--- src/hw/tpm_pkg.sv ---
package tpm_pkg;
  localparam int CNT_N = 6;
  localparam int CNT_W = 8;
  localparam int WD_W = 16;
  localparam int AW = 8;
  localparam int IDX_PS = 0;
  localparam int IDX_T1 = 1;
  localparam int IDX_T3 = 3;
  localparam int IDX_T4 = 4;
  localparam logic [AW-1:0] OFF_CTRL = 8'h00;
  localparam logic [AW-1:0] OFF_SRC = 8'h04;
  localparam logic [AW-1:0] OFF_CMD = 8'h08;
  localparam logic [AW-1:0] OFF_STAT = 8'h0C;
  localparam logic [AW-1:0] OFF_IRQ0C = 8'h10;
  localparam logic [AW-1:0] OFF_CAPT = 8'h14;
  localparam logic [AW-1:0] OFF_T4H = 8'h18;
  localparam logic [AW-1:0] OFF_CNT = 8'h20;
  localparam logic [AW-1:0] OFF_RLD = 8'h40;
  localparam logic [AW-1:0] OFF_SPAN = 8'h18;
  localparam int B_PM_EN = 6;
  localparam int B_T4OE = 7;
  localparam int B_PWMX = 8;
  localparam int B_WEF = 9;
  localparam int B_MSEL = 10;
  localparam int B_WDIS = 0;
  localparam int B_WATCHDOG_RESTART_OP = 1;
  localparam int B_WATCHDOG_FIRST_FLAG = 8;
  localparam int B_WACT = 9;
  localparam int B_SYNC = 0;
  localparam int B_PINEN = 3;
  localparam logic [31:0] CTRL_RST = 32'h0000_0200;
  localparam logic [1:0] SRC_SYS = 2'h0;
  localparam logic [1:0] SRC_PS = 2'h1;
  localparam logic [1:0] SRC_PIN = 2'h2;
  localparam logic [1:0] SRC_CHAIN = 2'h3;
  localparam logic [1:0] RESP_OKAY = 2'h0;
  localparam logic [1:0] RESP_SLVERR = 2'h2;
  typedef enum logic [1:0] {PM_IDLE, PM_WAIT, PM_MEAS} tpm_pm_t;
endpackage

--- src/hw/tpm_cnt_if.sv ---
// Control and state of one down counter.
interface tpm_cnt_if #(parameter int W = 8);
  logic run;
  logic need_fall;
  logic rise;
  logic fall;
  logic load;
  logic [W-1:0] load_val;
  logic [W-1:0] reload_val;
  logic [W-1:0] count;
  logic underflow;
  modport ctl (output run, need_fall, rise, fall, load, load_val, reload_val,
    input count, underflow);
  modport cnt (input run, need_fall, rise, fall, load, load_val, reload_val,
    output count, underflow);
endinterface

--- src/hw/tpm_counter.sv ---
// One reloading down counter stepped by count source edges.
module tpm_counter #(parameter int W = 8) (
  input wire logic aclk,
  input wire logic aresetn,
  tpm_cnt_if.cnt c
);
  logic run_d_reg;
  logic armed_reg;
  logic [W-1:0] count_reg;
  logic uf_reg;
  logic tick;

  // Counting starts on the first qualifying rise, so the first period may be short.
  assign tick = c.run && (armed_reg || !c.need_fall) && c.rise;
  assign c.count = count_reg;
  assign c.underflow = uf_reg;

  // Remembers the run level to spot a start.
  always_ff @(posedge aclk) begin
    if (!aresetn) run_d_reg <= 1'b0;
    else run_d_reg <= c.run;
  end

  // A counter that waits for a fall is armed only once the source has fallen.
  always_ff @(posedge aclk) begin
    if (!aresetn) armed_reg <= 1'b0;
    else if (!c.run || !run_d_reg) armed_reg <= c.run && c.fall;
    else if (c.fall) armed_reg <= 1'b1;
  end

  // Down count with reload at zero.
  always_ff @(posedge aclk) begin
    if (!aresetn) begin
      count_reg <= '0;
      uf_reg <= 1'b0;
    end else begin
      uf_reg <= tick && (count_reg == '0);
      if (c.load) count_reg <= c.load_val;
      else if (tick && count_reg == '0) count_reg <= c.reload_val;
      else if (tick) count_reg <= count_reg - 1'b1;
    end
  end
endmodule // tpm_counter

--- src/hw/tpm_top.sv ---
// Timer block with period measurement and watchdog behind an AXI4-Lite slave.
module tpm_top (
  input wire logic aclk,
  input wire logic aresetn,
  input wire logic [tpm_pkg::AW-1:0] s_axi_awaddr,
  input wire logic s_axi_awvalid,
  output logic s_axi_awready,
  input wire logic [31:0] s_axi_wdata,
  input wire logic [3:0] s_axi_wstrb,
  input wire logic s_axi_wvalid,
  output logic s_axi_wready,
  output logic [1:0] s_axi_bresp,
  output logic s_axi_bvalid,
  input wire logic s_axi_bready,
  input wire logic [tpm_pkg::AW-1:0] s_axi_araddr,
  input wire logic s_axi_arvalid,
  output logic s_axi_arready,
  output logic [31:0] s_axi_rdata,
  output logic [1:0] s_axi_rresp,
  output logic s_axi_rvalid,
  input wire logic s_axi_rready,
  input wire logic counter_pin_a,
  input wire logic counter_pin_b_in,
  output logic counter_pin_b_out,
  output logic counter_pin_b_oe,
  input wire logic ext_irq_pin_zero,
  input wire logic backup_return,
  output logic wd_reset_req
);
  localparam int N = tpm_pkg::CNT_N;
  localparam int W = tpm_pkg::CNT_W;

  logic aw_have_reg, w_have_reg, bvalid_reg, awready_reg, wready_reg, arready_reg, rvalid_reg;
  logic [1:0] bresp_reg, rresp_reg;
  logic [31:0] rdata_reg, rd_next, wdata_reg, wmask;
  logic [tpm_pkg::AW-1:0] awaddr_reg;
  logic [31:0] ctrl_reg, src_reg;
  logic [3:0] irq0c_reg;
  logic [N-1:0] flags_reg, flag_set, flag_clr, uf, run_eff, ld, src_prev_reg;
  logic [W-1:0] reload_reg [N];
  logic [W-1:0] cnt_val [N];
  logic [W-1:0] t4h_reg, capt_reg;
  logic wr_fire, wr_ok, rd_ok, ps_lvl_reg, meas_prev_reg, meas_lvl, meas_edge, pm_load, pm_set;
  logic t4_out_reg, t4_oe_reg, wd_req_reg, wd_act_reg, wd_dis_reg, watchdog_first_flag_reg, wd_ovf;
  logic wr_cmd, wr_rst;
  localparam int WD_W_L = tpm_pkg::WD_W;
  logic [WD_W_L-1:0] wd_cnt_reg;
  logic [3:0] s_axi_wstrb_q;
  logic [tpm_pkg::AW-1:0] wr_rel, rd_rel;
  tpm_pkg::tpm_pm_t pm_state;

  tpm_cnt_if #(.W(W)) cif [N] ();

  assign s_axi_awready = awready_reg;
  assign s_axi_wready = wready_reg;
  assign s_axi_bvalid = bvalid_reg;
  assign s_axi_bresp = bresp_reg;
  assign s_axi_arready = arready_reg;
  assign s_axi_rvalid = rvalid_reg;
  assign s_axi_rresp = rresp_reg;
  assign s_axi_rdata = rdata_reg;
  assign counter_pin_b_out = t4_out_reg;
  assign counter_pin_b_oe = t4_oe_reg;
  assign wd_reset_req = wd_req_reg;

  // Each counter takes its source level; the system clock counts every cycle.
  for (genvar i = 0; i < N; i++) begin : g_cnt
    logic [1:0] code;
    logic lvl;
    assign code = (i == tpm_pkg::IDX_PS) ? tpm_pkg::SRC_SYS : src_reg[2*i +: 2];
    always_comb begin
      unique case (code)
        tpm_pkg::SRC_SYS: lvl = 1'b1;
        tpm_pkg::SRC_PS: lvl = ps_lvl_reg;
        tpm_pkg::SRC_PIN: lvl = (i == tpm_pkg::IDX_T3 || i == tpm_pkg::IDX_T4) ?
          counter_pin_b_in : counter_pin_a;
        tpm_pkg::SRC_CHAIN: lvl = (i == 0) ? 1'b0 : uf[(i == 0) ? 0 : i-1];
      endcase
    end
    always_ff @(posedge aclk) begin
      if (!aresetn) src_prev_reg[i] <= 1'b0;
      else src_prev_reg[i] <= lvl;
    end
    assign cif[i].run = run_eff[i];
    assign cif[i].need_fall = (i == tpm_pkg::IDX_T4);
    assign cif[i].rise = (code == tpm_pkg::SRC_SYS) || (lvl && !src_prev_reg[i]);
    assign cif[i].fall = (code == tpm_pkg::SRC_SYS) || (!lvl && src_prev_reg[i]);
    assign cif[i].load = ld[i];
    assign cif[i].load_val = (i == tpm_pkg::IDX_T1 && pm_load) ? reload_reg[i] : wdata_reg[W-1:0];
    assign cif[i].reload_val = (i == tpm_pkg::IDX_T4 && ctrl_reg[tpm_pkg::B_PWMX] && !t4_out_reg)
      ? t4h_reg : reload_reg[i];
    assign uf[i] = cif[i].underflow;
    assign cnt_val[i] = cif[i].count;
    tpm_counter #(.W(W)) u_cnt (.aclk(aclk), .aresetn(aresetn), .c(cif[i]));
  end

  // Timer one only runs in measurement once the first edge has been seen.
  always_comb begin
    run_eff = ctrl_reg[N-1:0];
    run_eff[tpm_pkg::IDX_T1] = ctrl_reg[tpm_pkg::IDX_T1] &&
      (!ctrl_reg[tpm_pkg::B_PM_EN] || pm_state == tpm_pkg::PM_MEAS);
  end

  // Bus write decode; strobes pick the byte lanes that change.
  assign wr_fire = aw_have_reg && w_have_reg && !bvalid_reg;
  assign wr_rel = awaddr_reg - tpm_pkg::OFF_CNT;
  assign rd_rel = s_axi_araddr - tpm_pkg::OFF_CNT;
  assign wmask = {{8{s_axi_wstrb_q[3]}}, {8{s_axi_wstrb_q[2]}}, {8{s_axi_wstrb_q[1]}},
    {8{s_axi_wstrb_q[0]}}};
  assign wr_cmd = wr_fire && awaddr_reg == tpm_pkg::OFF_CMD && s_axi_wstrb_q[0];
  assign wr_rst = wr_cmd && wdata_reg[tpm_pkg::B_WATCHDOG_RESTART_OP];
  always_comb begin
    wr_ok = awaddr_reg[1:0] == 2'h0 && (awaddr_reg <= tpm_pkg::OFF_T4H ||
      (awaddr_reg >= tpm_pkg::OFF_CNT && wr_rel < tpm_pkg::OFF_SPAN) ||
      (awaddr_reg >= tpm_pkg::OFF_RLD && awaddr_reg - tpm_pkg::OFF_RLD < tpm_pkg::OFF_SPAN));
    ld = '0;
    flag_clr = '0;
    if (wr_fire && awaddr_reg >= tpm_pkg::OFF_CNT && wr_rel < tpm_pkg::OFF_SPAN &&
        s_axi_wstrb_q[0]) ld[wr_rel[4:2]] = 1'b1;
    if (wr_fire && awaddr_reg == tpm_pkg::OFF_STAT && s_axi_wstrb_q[0]) begin
      flag_clr = wdata_reg[N-1:0];
    end
    ld[tpm_pkg::IDX_T1] = ld[tpm_pkg::IDX_T1] || pm_load;
  end

  // Write channel: address and data are taken in either order.
  always_ff @(posedge aclk) begin
    if (!aresetn) begin
      aw_have_reg <= 1'b0;
      w_have_reg <= 1'b0;
      awready_reg <= 1'b1;
      wready_reg <= 1'b1;
      bvalid_reg <= 1'b0;
      bresp_reg <= tpm_pkg::RESP_OKAY;
      awaddr_reg <= '0;
      wdata_reg <= '0;
      s_axi_wstrb_q <= '0;
    end else begin
      if (s_axi_awvalid && awready_reg) begin
        aw_have_reg <= 1'b1;
        awready_reg <= 1'b0;
        awaddr_reg <= s_axi_awaddr;
      end
      if (s_axi_wvalid && wready_reg) begin
        w_have_reg <= 1'b1;
        wready_reg <= 1'b0;
        wdata_reg <= s_axi_wdata;
        s_axi_wstrb_q <= s_axi_wstrb;
      end
      if (wr_fire) begin
        bvalid_reg <= 1'b1;
        bresp_reg <= wr_ok ? tpm_pkg::RESP_OKAY : tpm_pkg::RESP_SLVERR;
        aw_have_reg <= 1'b0;
        w_have_reg <= 1'b0;
      end
      if (bvalid_reg && s_axi_bready) begin
        bvalid_reg <= 1'b0;
        awready_reg <= 1'b1;
        wready_reg <= 1'b1;
      end
    end
  end

  // Software registers.
  always_ff @(posedge aclk) begin
    if (!aresetn) begin
      ctrl_reg <= tpm_pkg::CTRL_RST;
      src_reg <= '0;
      irq0c_reg <= '0;
      t4h_reg <= '0;
      for (int i = 0; i < N; i++) reload_reg[i] <= '0;
    end else if (wr_fire) begin
      if (awaddr_reg == tpm_pkg::OFF_CTRL) ctrl_reg <= (ctrl_reg & ~wmask) | (wdata_reg & wmask);
      if (awaddr_reg == tpm_pkg::OFF_SRC) src_reg <= (src_reg & ~wmask) | (wdata_reg & wmask);
      if (awaddr_reg == tpm_pkg::OFF_IRQ0C && s_axi_wstrb_q[0]) irq0c_reg <= wdata_reg[3:0];
      if (awaddr_reg == tpm_pkg::OFF_T4H && s_axi_wstrb_q[0]) t4h_reg <= wdata_reg[W-1:0];
      if (awaddr_reg >= tpm_pkg::OFF_RLD && awaddr_reg - tpm_pkg::OFF_RLD < tpm_pkg::OFF_SPAN &&
          s_axi_wstrb_q[0]) begin
        reload_reg[awaddr_reg[4:2] - tpm_pkg::OFF_RLD[4:2]] <= wdata_reg[W-1:0];
      end
    end
  end

  // Read channel: one answer a cycle after the address is taken.
  always_comb begin
    rd_ok = 1'b1;
    rd_next = '0;
    if (s_axi_araddr == tpm_pkg::OFF_CTRL) rd_next = ctrl_reg;
    else if (s_axi_araddr == tpm_pkg::OFF_SRC) rd_next = src_reg;
    else if (s_axi_araddr == tpm_pkg::OFF_CMD) rd_next = '0;
    else if (s_axi_araddr == tpm_pkg::OFF_STAT) begin
      rd_next[N-1:0] = flags_reg;
      rd_next[tpm_pkg::B_WATCHDOG_FIRST_FLAG] = watchdog_first_flag_reg;
      rd_next[tpm_pkg::B_WACT] = wd_act_reg;
    end else if (s_axi_araddr == tpm_pkg::OFF_IRQ0C) rd_next[3:0] = irq0c_reg;
    else if (s_axi_araddr == tpm_pkg::OFF_CAPT) rd_next[W-1:0] = capt_reg;
    else if (s_axi_araddr == tpm_pkg::OFF_T4H) rd_next[W-1:0] = t4h_reg;
    else if (s_axi_araddr >= tpm_pkg::OFF_CNT && rd_rel < tpm_pkg::OFF_SPAN &&
      s_axi_araddr[1:0] == 2'h0) rd_next[W-1:0] = cnt_val[rd_rel[4:2]];
    else if (s_axi_araddr >= tpm_pkg::OFF_RLD &&
      s_axi_araddr - tpm_pkg::OFF_RLD < tpm_pkg::OFF_SPAN &&
      s_axi_araddr[1:0] == 2'h0) rd_next[W-1:0] = reload_reg[s_axi_araddr[4:2]];
    else rd_ok = 1'b0;
  end
  always_ff @(posedge aclk) begin
    if (!aresetn) begin
      arready_reg <= 1'b1;
      rvalid_reg <= 1'b0;
      rdata_reg <= '0;
      rresp_reg <= tpm_pkg::RESP_OKAY;
    end else if (s_axi_arvalid && arready_reg) begin
      arready_reg <= 1'b0;
      rvalid_reg <= 1'b1;
      rdata_reg <= rd_next;
      rresp_reg <= rd_ok ? tpm_pkg::RESP_OKAY : tpm_pkg::RESP_SLVERR;
    end else if (rvalid_reg && s_axi_rready) begin
      rvalid_reg <= 1'b0;
      arready_reg <= 1'b1;
    end
  end

  // Prescaler output is a square wave toggled at each prescaler underflow.
  always_ff @(posedge aclk) begin
    if (!aresetn) ps_lvl_reg <= 1'b0;
    else if (uf[tpm_pkg::IDX_PS]) ps_lvl_reg <= !ps_lvl_reg;
  end

  // Timer four output toggles only on underflow taken while running, so a stop never glitches.
  always_ff @(posedge aclk) begin
    if (!aresetn) begin
      t4_out_reg <= 1'b0;
      t4_oe_reg <= 1'b0;
    end else begin
      t4_oe_reg <= ctrl_reg[tpm_pkg::B_T4OE];
      if (uf[tpm_pkg::IDX_T4] && run_eff[tpm_pkg::IDX_T4]) begin
        t4_out_reg <= !t4_out_reg;
      end
    end
  end

  // Measurement edge on the chosen input.
  assign meas_lvl = ctrl_reg[tpm_pkg::B_MSEL] ? counter_pin_a :
    (irq0c_reg[tpm_pkg::B_PINEN] && ext_irq_pin_zero);
  assign meas_edge = meas_lvl && !meas_prev_reg;
  assign pm_load = meas_edge && ((pm_state == tpm_pkg::PM_WAIT && ctrl_reg[tpm_pkg::IDX_T1]) ||
    pm_state == tpm_pkg::PM_MEAS);
  assign pm_set = pm_state == tpm_pkg::PM_MEAS && (meas_edge || !ctrl_reg[tpm_pkg::B_PM_EN]);

  // Measurement sequencer: wait for a first edge with timer one running, then time edges.
  always_ff @(posedge aclk) begin
    if (!aresetn) begin
      pm_state <= tpm_pkg::PM_IDLE;
      meas_prev_reg <= 1'b0;
      capt_reg <= '0;
    end else begin
      meas_prev_reg <= meas_lvl;
      if (pm_state == tpm_pkg::PM_MEAS && meas_edge) capt_reg <= cnt_val[tpm_pkg::IDX_T1];
      unique case (pm_state)
        tpm_pkg::PM_IDLE: if (ctrl_reg[tpm_pkg::B_PM_EN]) pm_state <= tpm_pkg::PM_WAIT;
        tpm_pkg::PM_WAIT: begin
          if (!ctrl_reg[tpm_pkg::B_PM_EN]) pm_state <= tpm_pkg::PM_IDLE;
          else if (pm_load) pm_state <= tpm_pkg::PM_MEAS;
        end
        tpm_pkg::PM_MEAS: begin
          if (!ctrl_reg[tpm_pkg::B_PM_EN]) pm_state <= tpm_pkg::PM_IDLE;
        end
      endcase
    end
  end

  // Request flags: set beats a write-one clear in the same cycle.
  always_comb begin
    flag_set = uf;
    flag_set[tpm_pkg::IDX_T1] = (uf[tpm_pkg::IDX_T1] && !ctrl_reg[tpm_pkg::B_PM_EN]) ||
      pm_set;
  end
  always_ff @(posedge aclk) begin
    if (!aresetn) flags_reg <= '0;
    else flags_reg <= (flags_reg & ~flag_clr) | flag_set;
  end

  // Watchdog: live from reset and after back-up; disable then restart stops it.
  assign wd_ovf = wd_act_reg && (&wd_cnt_reg);
  always_ff @(posedge aclk) begin
    if (!aresetn) begin
      wd_act_reg <= 1'b1;
      wd_dis_reg <= 1'b0;
      watchdog_first_flag_reg <= 1'b0;
      wd_req_reg <= 1'b0;
      wd_cnt_reg <= '0;
    end else begin
      wd_req_reg <= wd_ovf && watchdog_first_flag_reg && !wr_rst;
      if (wr_cmd) wd_dis_reg <= wdata_reg[tpm_pkg::B_WDIS] && !wdata_reg[tpm_pkg::B_WATCHDOG_RESTART_OP];
      if (backup_return) wd_act_reg <= 1'b1;
      else if (wr_rst && wd_dis_reg) wd_act_reg <= 1'b0;
      if (wr_rst) wd_cnt_reg <= '0;
      else if (wd_act_reg) wd_cnt_reg <= wd_cnt_reg + 1'b1;
      if (wd_ovf) watchdog_first_flag_reg <= 1'b1; // An overflow beats a restart in the same cycle.
      else if (wr_rst) watchdog_first_flag_reg <= 1'b0;
    end
  end
endmodule // tpm_top

--- config.mk ---
export PLATFORM = sky130hd
export DESIGN_NAME = tpm_top
export DESIGN_NICKNAME = d
export VERILOG_FILES = /design/src/hw/tpm_pkg.sv /design/src/hw/tpm_cnt_if.sv /design/src/hw/tpm_counter.sv /design/src/hw/tpm_top.sv
export SDC_FILE = /design/constraint.sdc
export NUM_CORES = 1
export LEC_CHECK = 0
export BUFFER_PORTS_ARGS = -buffer_cell sky130_fd_sc_hd__buf_4
export CORE_ASPECT_RATIO = 0.6
export CORE_UTILIZATION = 60
export DETAILED_ROUTE_END_ITERATION = 8
export PLACE_DENSITY = 0.79
export SLEW_MARGIN = 0
export SYNTH_ARGS = -nofsm -noshare
export SYNTH_HDL_FRONTEND = slang
export SYNTH_SLANG_ARGS = --single-unit
--- constraint.sdc ---
create_clock -name aclk -period 2.6 [get_ports aclk]
set_input_delay 0.26 -clock aclk [delete_from_list [all_inputs] [get_ports aclk]]
set_output_delay 0.26 -clock aclk [all_outputs]
set_load 0.01 [all_outputs]
==> results.ini, run 1 <==
[global_routing]
grt_first_pass_wirelength_mm=76.5
grt_max_degree=76
first_global_vias=13233
overflow=0
grtUsageTotal_pct=37.9
antenna_found_initial=1

[finish]
most-common-layout-cells=289 x nand2_1, 262 x dfxtp_1, 190 x a21oi_1, 171 x nor2_1, 157 x buf_4
layout-drive-gt1-share_pct=14.9
antenna_cells=0
layout_commonest_cell=nand2_1
syn_to_final_growth_pct=17.3
fin_nets=1949
post-route-util_pct=72.5

[worst_hold_path]
hp-class=input pin to flip-flop

[clock_tree]
cts_root_buf=clkbuf_16
cts_tree=done
h-tree-depth=1
clk_latency_ns=0.57
cts_buffers=29
clock_sink_count=310
cts_resized=0
cts_max_path_buffers=3
clk_pin_slew_ns=0.07

[worst_setup_path]
cp-end-kind=flip-flop
worst_ep_arrival_time_ns=2.86
critPathKind=flip-flop to flip-flop
cp_data_required_time_ns=3.06
worst_setup_path_start_kind=flip-flop
path_max_fanout=10

[status]
status=complete, but fails checks
violations=DRC

[logic_synthesis]
synth_ff_type=dfxtp_1
synth_top_area_share_pct=34.6
syn_inst=1753
netlist_area_um2=15100
synth_edf_count=48
synth_seq_area_share_pct=44.2
ys_ff_latch=310
synth.area.top_cells=dfxtp_1 35%, edfxtp_1 9.5%, nand2_1 7.2%, a21oi_1 6.3%, mux2i_1 4.8%
async_flop_share_pct=0
avgSynthCellArea_um2=8.64
synth_area_leader_cell=dfxtp_1
synth_cell_types=83
yosysWarnings=0

[power]
p_leak_uw=0.00677
ir_drop_uv=477
p_sw_share_pct=25.1
combPwrFrac_pct=8.2
p_per_area_nw_per_um2=589
internal_power_uw=7830
pwr-share-clk_pct=42.9
p_switching_uw=2620
power_frac_seq_pct=48.9

[floorplan]
die_w_um=207
start_util_pct=61.8
pin_count=107
core-area_um2=24500
dieHeight_um=125
rows=44
dieArea_um2=25900

[drt]
wl_per_cell_um=22.4
vias=14307
drcViolationCount=3
drt_iter0_drc=2023
firstDrtPassIters=9
ant_nets=0
viasPerCell=6.45
wirelength_mm=49.6

[timing]
slew_viol_final=0
period_needed_ns=2.40
max_freq_mhz=416
finalSetupTns_ns=0
fin_skew_ns=0.0135
relSlewSlack_pct=21.3
rsz0062_at_grt=no
worstMarginPinSlew_ns=1.17
hold_viol=0
timing.final.crit_share_pct=92.4
finalSetupViolCount=0

[place]
gp_congestion=1.04
io_buffer_count=104
dp_hpwl_mm=34.1

[run]
cap_viol_max_count=0

==> metrics by stage <==
stage                     area, um2  total power, uW  std cells  worst slack, ns  hold slack, ns
after floorplan               15100             5620       1754            0.429           0.360
after global placement        16300             5950       2117            0.255           0.422
after detailed placement      16300             5970       2117            0.180           0.438
after CTS                     17800            10400       2218            0.218         0.00424
after global routing          17800            10700       2218           0.0902          0.0332
final                         17800            10500       2218            0.198          0.0182
==> layer usage <==
| layer | global-route usage, % | vias up | share of wire [%] |
|---|---|---|---|
| met2 | 53.7 | 914 | 40 |
| met5 | 0 | - | 0.026 |
| met1 | 55.0 | 6818 | 42 |
| met3 | 13.3 | 112 | 15 |
| li1 | - | 6461 | - |
| met4 | 8.96 | 2 | 2.4 |
==> repair_timing <==
| action | CTS | global route |
|---|---|---|
| endpoints found under the hold margin | 46 | 0 |
| setup buffers | 0 | 0 |
| hold buffers | 48 | 0 |
==> logic make-up (layout without fill, tap and decap cells) <==
logic type / Yosys count / in the layout / synth area share (%)
DFF: 310 / 310 / 44.2
AOI/OAI and AO/OA: 424 / 424 / 18.3
other: 1 / 2 / 0.0248
muxes: 91 / 91 / 7.35
buffers and inverters: 155 / 297 / 4.32
adders and majority gates: 12 / 12 / 0.991
xor gates and xnor gates: 28 / 28 / 1.62
and+or+nand+nor: 732 / 732 / 23.3
==> power groups by stage <==
stage | clock (uW) | sequential, uW | combinational (uW)
4_1_cts | 4470 | 5110 | 821
5_1_grt | 4660 | 5120 | 916
6_report | 4480 | 5120 | 857
3_3_place_gp | 0 | 5210 | 739
3_5_place_dp | 0 | 5210 | 758
2_1_floorplan | 0 | 5150 | 463
==> synth_stat cells (11+ instances only) <==
| library cell | n |
|---|---|
| buf_2 | 22 |
| and2_1 | 69 |
| o22ai_1 | 14 |
| xnor2_1 | 12 |
| xor2_1 | 16 |
| clkbuf_1 | 86 |
| a31oi_1 | 14 |
| nor3_1 | 38 |
| inv_1 | 35 |
| nand3_1 | 44 |
| nor2_1 | 171 |
| o21ai_0 | 67 |
| ha_1 | 12 |
| a221oi_2 | 20 |
| mux4_2 | 16 |
| nand2b_1 | 25 |
| a211oi_1 | 16 |
| nor3_2 | 16 |
| dfxtp_1 | 262 |
| a21oi_1 | 190 |
| o211ai_1 | 11 |
| nand2_1 | 290 |
| edfxtp_1 | 48 |
| mux2i_1 | 73 |
==> path summary, 6_finish.rpt <==
kind	start	slack, ns	end	cells past startpoint
min reg2reg	g_cnt[5].u_cnt.c.underflow	0.45	flags_reg[5]	2
min	s_axi_awaddr[2]	0.02	awaddr_reg[2]	3
max reg2reg	g_cnt[3].u_cnt.c.count[1]	0.20	g_cnt[3].u_cnt.c.count[4]	8
max	g_cnt[3].u_cnt.c.count[1]	0.20	g_cnt[3].u_cnt.c.count[4]	8
==> critical path, cell delays in order, from the launching register on <==
cell and delay [ns]:
dfxtp_1 0.33, inv_1 0.09, ha_1 0.21, or4b_4 0.50, or4_1 0.63, nor2_1 0.19, a211oi_1 0.08, a211oi_2 0.19
nor3_1 0.07
==> final cells by class <==
class                           instances  area, um2
Fill cell                            1835       6740
Timing Repair Buffer                  209       1740
Multi-Input combinational cell       1289       7810
Sequential cell                       310       6690
Clock inverter                         12        134
Tap cell                              322        403
Clock buffer                           41        852
Inverter                               35        136
No activity file was read; power rests on OpenSTA's default activity.
==> run 2: changes to the inputs <==
--- a/config.mk
+++ b/config.mk
@@ -13,4 +13,5 @@
 export SLEW_MARGIN = 0
 export SYNTH_ARGS = -nofsm -noshare
 export SYNTH_HDL_FRONTEND = slang
+export SYNTH_HIERARCHICAL = 1
 export SYNTH_SLANG_ARGS = --single-unit
==> results.ini, run 2 <==
[status]
status=finished clean

[finish]
instances_no_fill=2368
layout-drive-gt1-share_pct=15.5
layout_commonest_cell=dfxtp_1
post-route-util_pct=71.7
most-common-layout-cells=272 x dfxtp_1, 251 x nand2_1, 168 x a21oi_1, 158 x buf_4, 131 x nor2_1
antenna_cells=0
fin_nets=2068
syn_to_final_growth_pct=16.8

[clock_tree]
post_cts_buffers=0
cts_max_path_buffers=3
cts_tree=done
h-tree-depth=1
clk_latency_ns=0.57
cts_root_buf=clkbuf_16
clock_sink_count=324
cts_buffers=29
clk_pin_slew_ns=0.07

[logic_synthesis]
syn_inst=1844
synth_area_leader_cell=dfxtp_1
synth_top_cells_by_count=272 x dfxtp_1, 251 x nand2_1, 168 x a21oi_1
avgSynthCellArea_um2=8.83
netlist_area_um2=16300
async_flop_share_pct=0
synth_ff_type=dfxtp_1
synth.area.top_cells=dfxtp_1 33%, edfxtp_1 9.6%, nand2_1 5.8%, a21oi_1 5.2%, mux2i_1 4.5%
ys_ff_latch=324
synth_seq_area_share_pct=43.0
yosysMostFrequentCell=dfxtp_1
synth_cell_types=67
synth_edf_count=52
yosysWarnings=6
synth_top_area_share_pct=33.4

[worst_setup_path]
reg2reg_depth=8
slowest_delay_ns=0.43
worst_setup_path_start_kind=flip-flop
worst_ep_arrival_time_ns=2.93
path_max_fanout=10
reg2reg_from=s_axi_bvalid
path_cells=nand4b_1 > a21oi_1 > nand4_1 > buf_4 > nor2_1 > inv_2 > nand3_1 > o32ai_1
cp-end-kind=flip-flop
r2r-end=g_cnt[5].u_cnt/c.count[6]
critPathTopFamily=simple AND/OR/NAND/NOR gates
crit_buf_inv=2
critPathKind=flip-flop to flip-flop
worst_path_max_delay_cell=nor2_1
cp_data_required_time_ns=3.04
reg2reg_slack_ns=0.11

[floorplan]
dieArea_um2=27800
start_util_pct=61.4
die_w_um=215
rows=46
core-area_um2=26500
pin_count=107
dieHeight_um=130

[timing]
timing.final.crit_share_pct=95.8
worstMarginPinSlew_ns=0.934
relSlewSlack_pct=37.6
rsz0062_at_grt=no
period_needed_ns=2.49
finalSetupTns_ns=0
slew_viol_final=0
max_freq_mhz=401
finalSetupViolCount=0
fin_hold_ws_ns=0.0703
fin_skew_ns=0.0190
setup_ws_ns=0.109
hold_viol=0

[place]
io_buffer_count=104
pre_cts_ws_ns=0.0341
dp_hpwl_mm=35.8
gp_congestion=1.01
post-place-cells=2265

[drt]
ant_nets=0
drcViolationCount=0
wl_per_cell_um=21.9
firstDrtPassIters=6
vias=15072
viasPerCell=6.36
wirelength_mm=52.0
drt_iter0_drc=2012

[worst_hold_path]
hp-class=input pin to flip-flop
worstHoldStart=aresetn
hold_depth=3
min_to=g_cnt[2].u_cnt/c.count[1]

[power]
p_per_area_nw_per_um2=565
p_leak_uw=0.00713
ir_drop_uv=466

[run]
cap_viol_max_count=0

[global_routing]
grtUsageTotal_pct=36.6
first_global_vias=13755
antenna_found_initial=0
grt_first_pass_wirelength_mm=79.4
grt_max_degree=68
overflow=0

## run 2: changes by cell type after synthesis, moves of 20 or more
cell       before  now
a2bb2oi_1       0   30
mux2_2          2   24
nand3_1        44  103
inv_1          35   65
nor2_1        171  131
a221oi_2       20    0
o22ai_1        14   40
nor2b_1         4   28
a21oi_1       190  168
nand2_1       290  251
clkbuf_1       86   65
## run 2: through the flow
step | total power (uW) | area [um2]
global placement | 6240 | 17500
finish | 10700 | 19000
CTS | 10700 | 19000
global route | 11000 | 19000
floorplan | 5880 | 16300
detailed placement | 6260 | 17500
## run 2: tightest hold or removal path: cells and delay by family
family / cells / cell delay [ns]
AOI/OAI and AO/OA: 2 / 0.15
buffers and inverters: 1 / 0.19
## run 2: power breakdown
group          switching [uW]  total [uW]  internal, uW
Clock                    1960        4500          2540
Combinational             543         914           370
Sequential                133        5330          5200
## run 2: routing by layer
metal	wire length, um	vias up	track usage (%)
met5	0	-	0
met4	1370	0	9.62
met1	22800	7206	54.6
met2	21500	892	52.1
met3	6230	109	9.46
li1	-	6865	-
## run 2: timing repair
item	in CTS	in global routing
resized for setup	0	2
hold buffers	51	0
hold endpoints to repair	50	0
endpoints found under the setup margin	0	16
## run 2: logic make-up (layout without fill, tap and decap cells)
family	count (synthesis)	after routing	share of synthesized area, %
buf+inv	185	337	4.94
simple gates	733	733	22.7
flops	324	324	43.0
xor+xnor	38	38	2.04
other cells	2	14	0.0461
compound gates	430	430	17.5
fa+ha+maj	18	18	1.38
mux	114	114	8.42
## run 2: worst max path at each step
stage                     cells past startpoint  slack, ns                        end          from
final                                         8       0.11  g_cnt[5].u_cnt/c.count[6]  s_axi_bvalid
after global routing                          8      0.002  g_cnt[2].u_cnt/c.count[5]  s_axi_bvalid
after CTS                                     8       0.01  g_cnt[5].u_cnt/c.count[6]  s_axi_bvalid
after detailed placement                      8       0.03  g_cnt[5].u_cnt/c.count[6]  s_axi_bvalid
after global placement                        8       0.13  g_cnt[4].u_cnt/c.count[5]  s_axi_bvalid
after floorplan                               4       0.49           reload_reg[2][0]  s_axi_bvalid
## run 2: area by class of cell
type | count | area [um2]
timing repair buffer | 213 | 1780
sequential | 324 | 7010
tap | 360 | 450
multi-input combinational | 1347 | 8530
inverter | 72 | 275
fill | 2021 | 7520
clock inverter | 9 | 101
clock buffer | 43 | 881
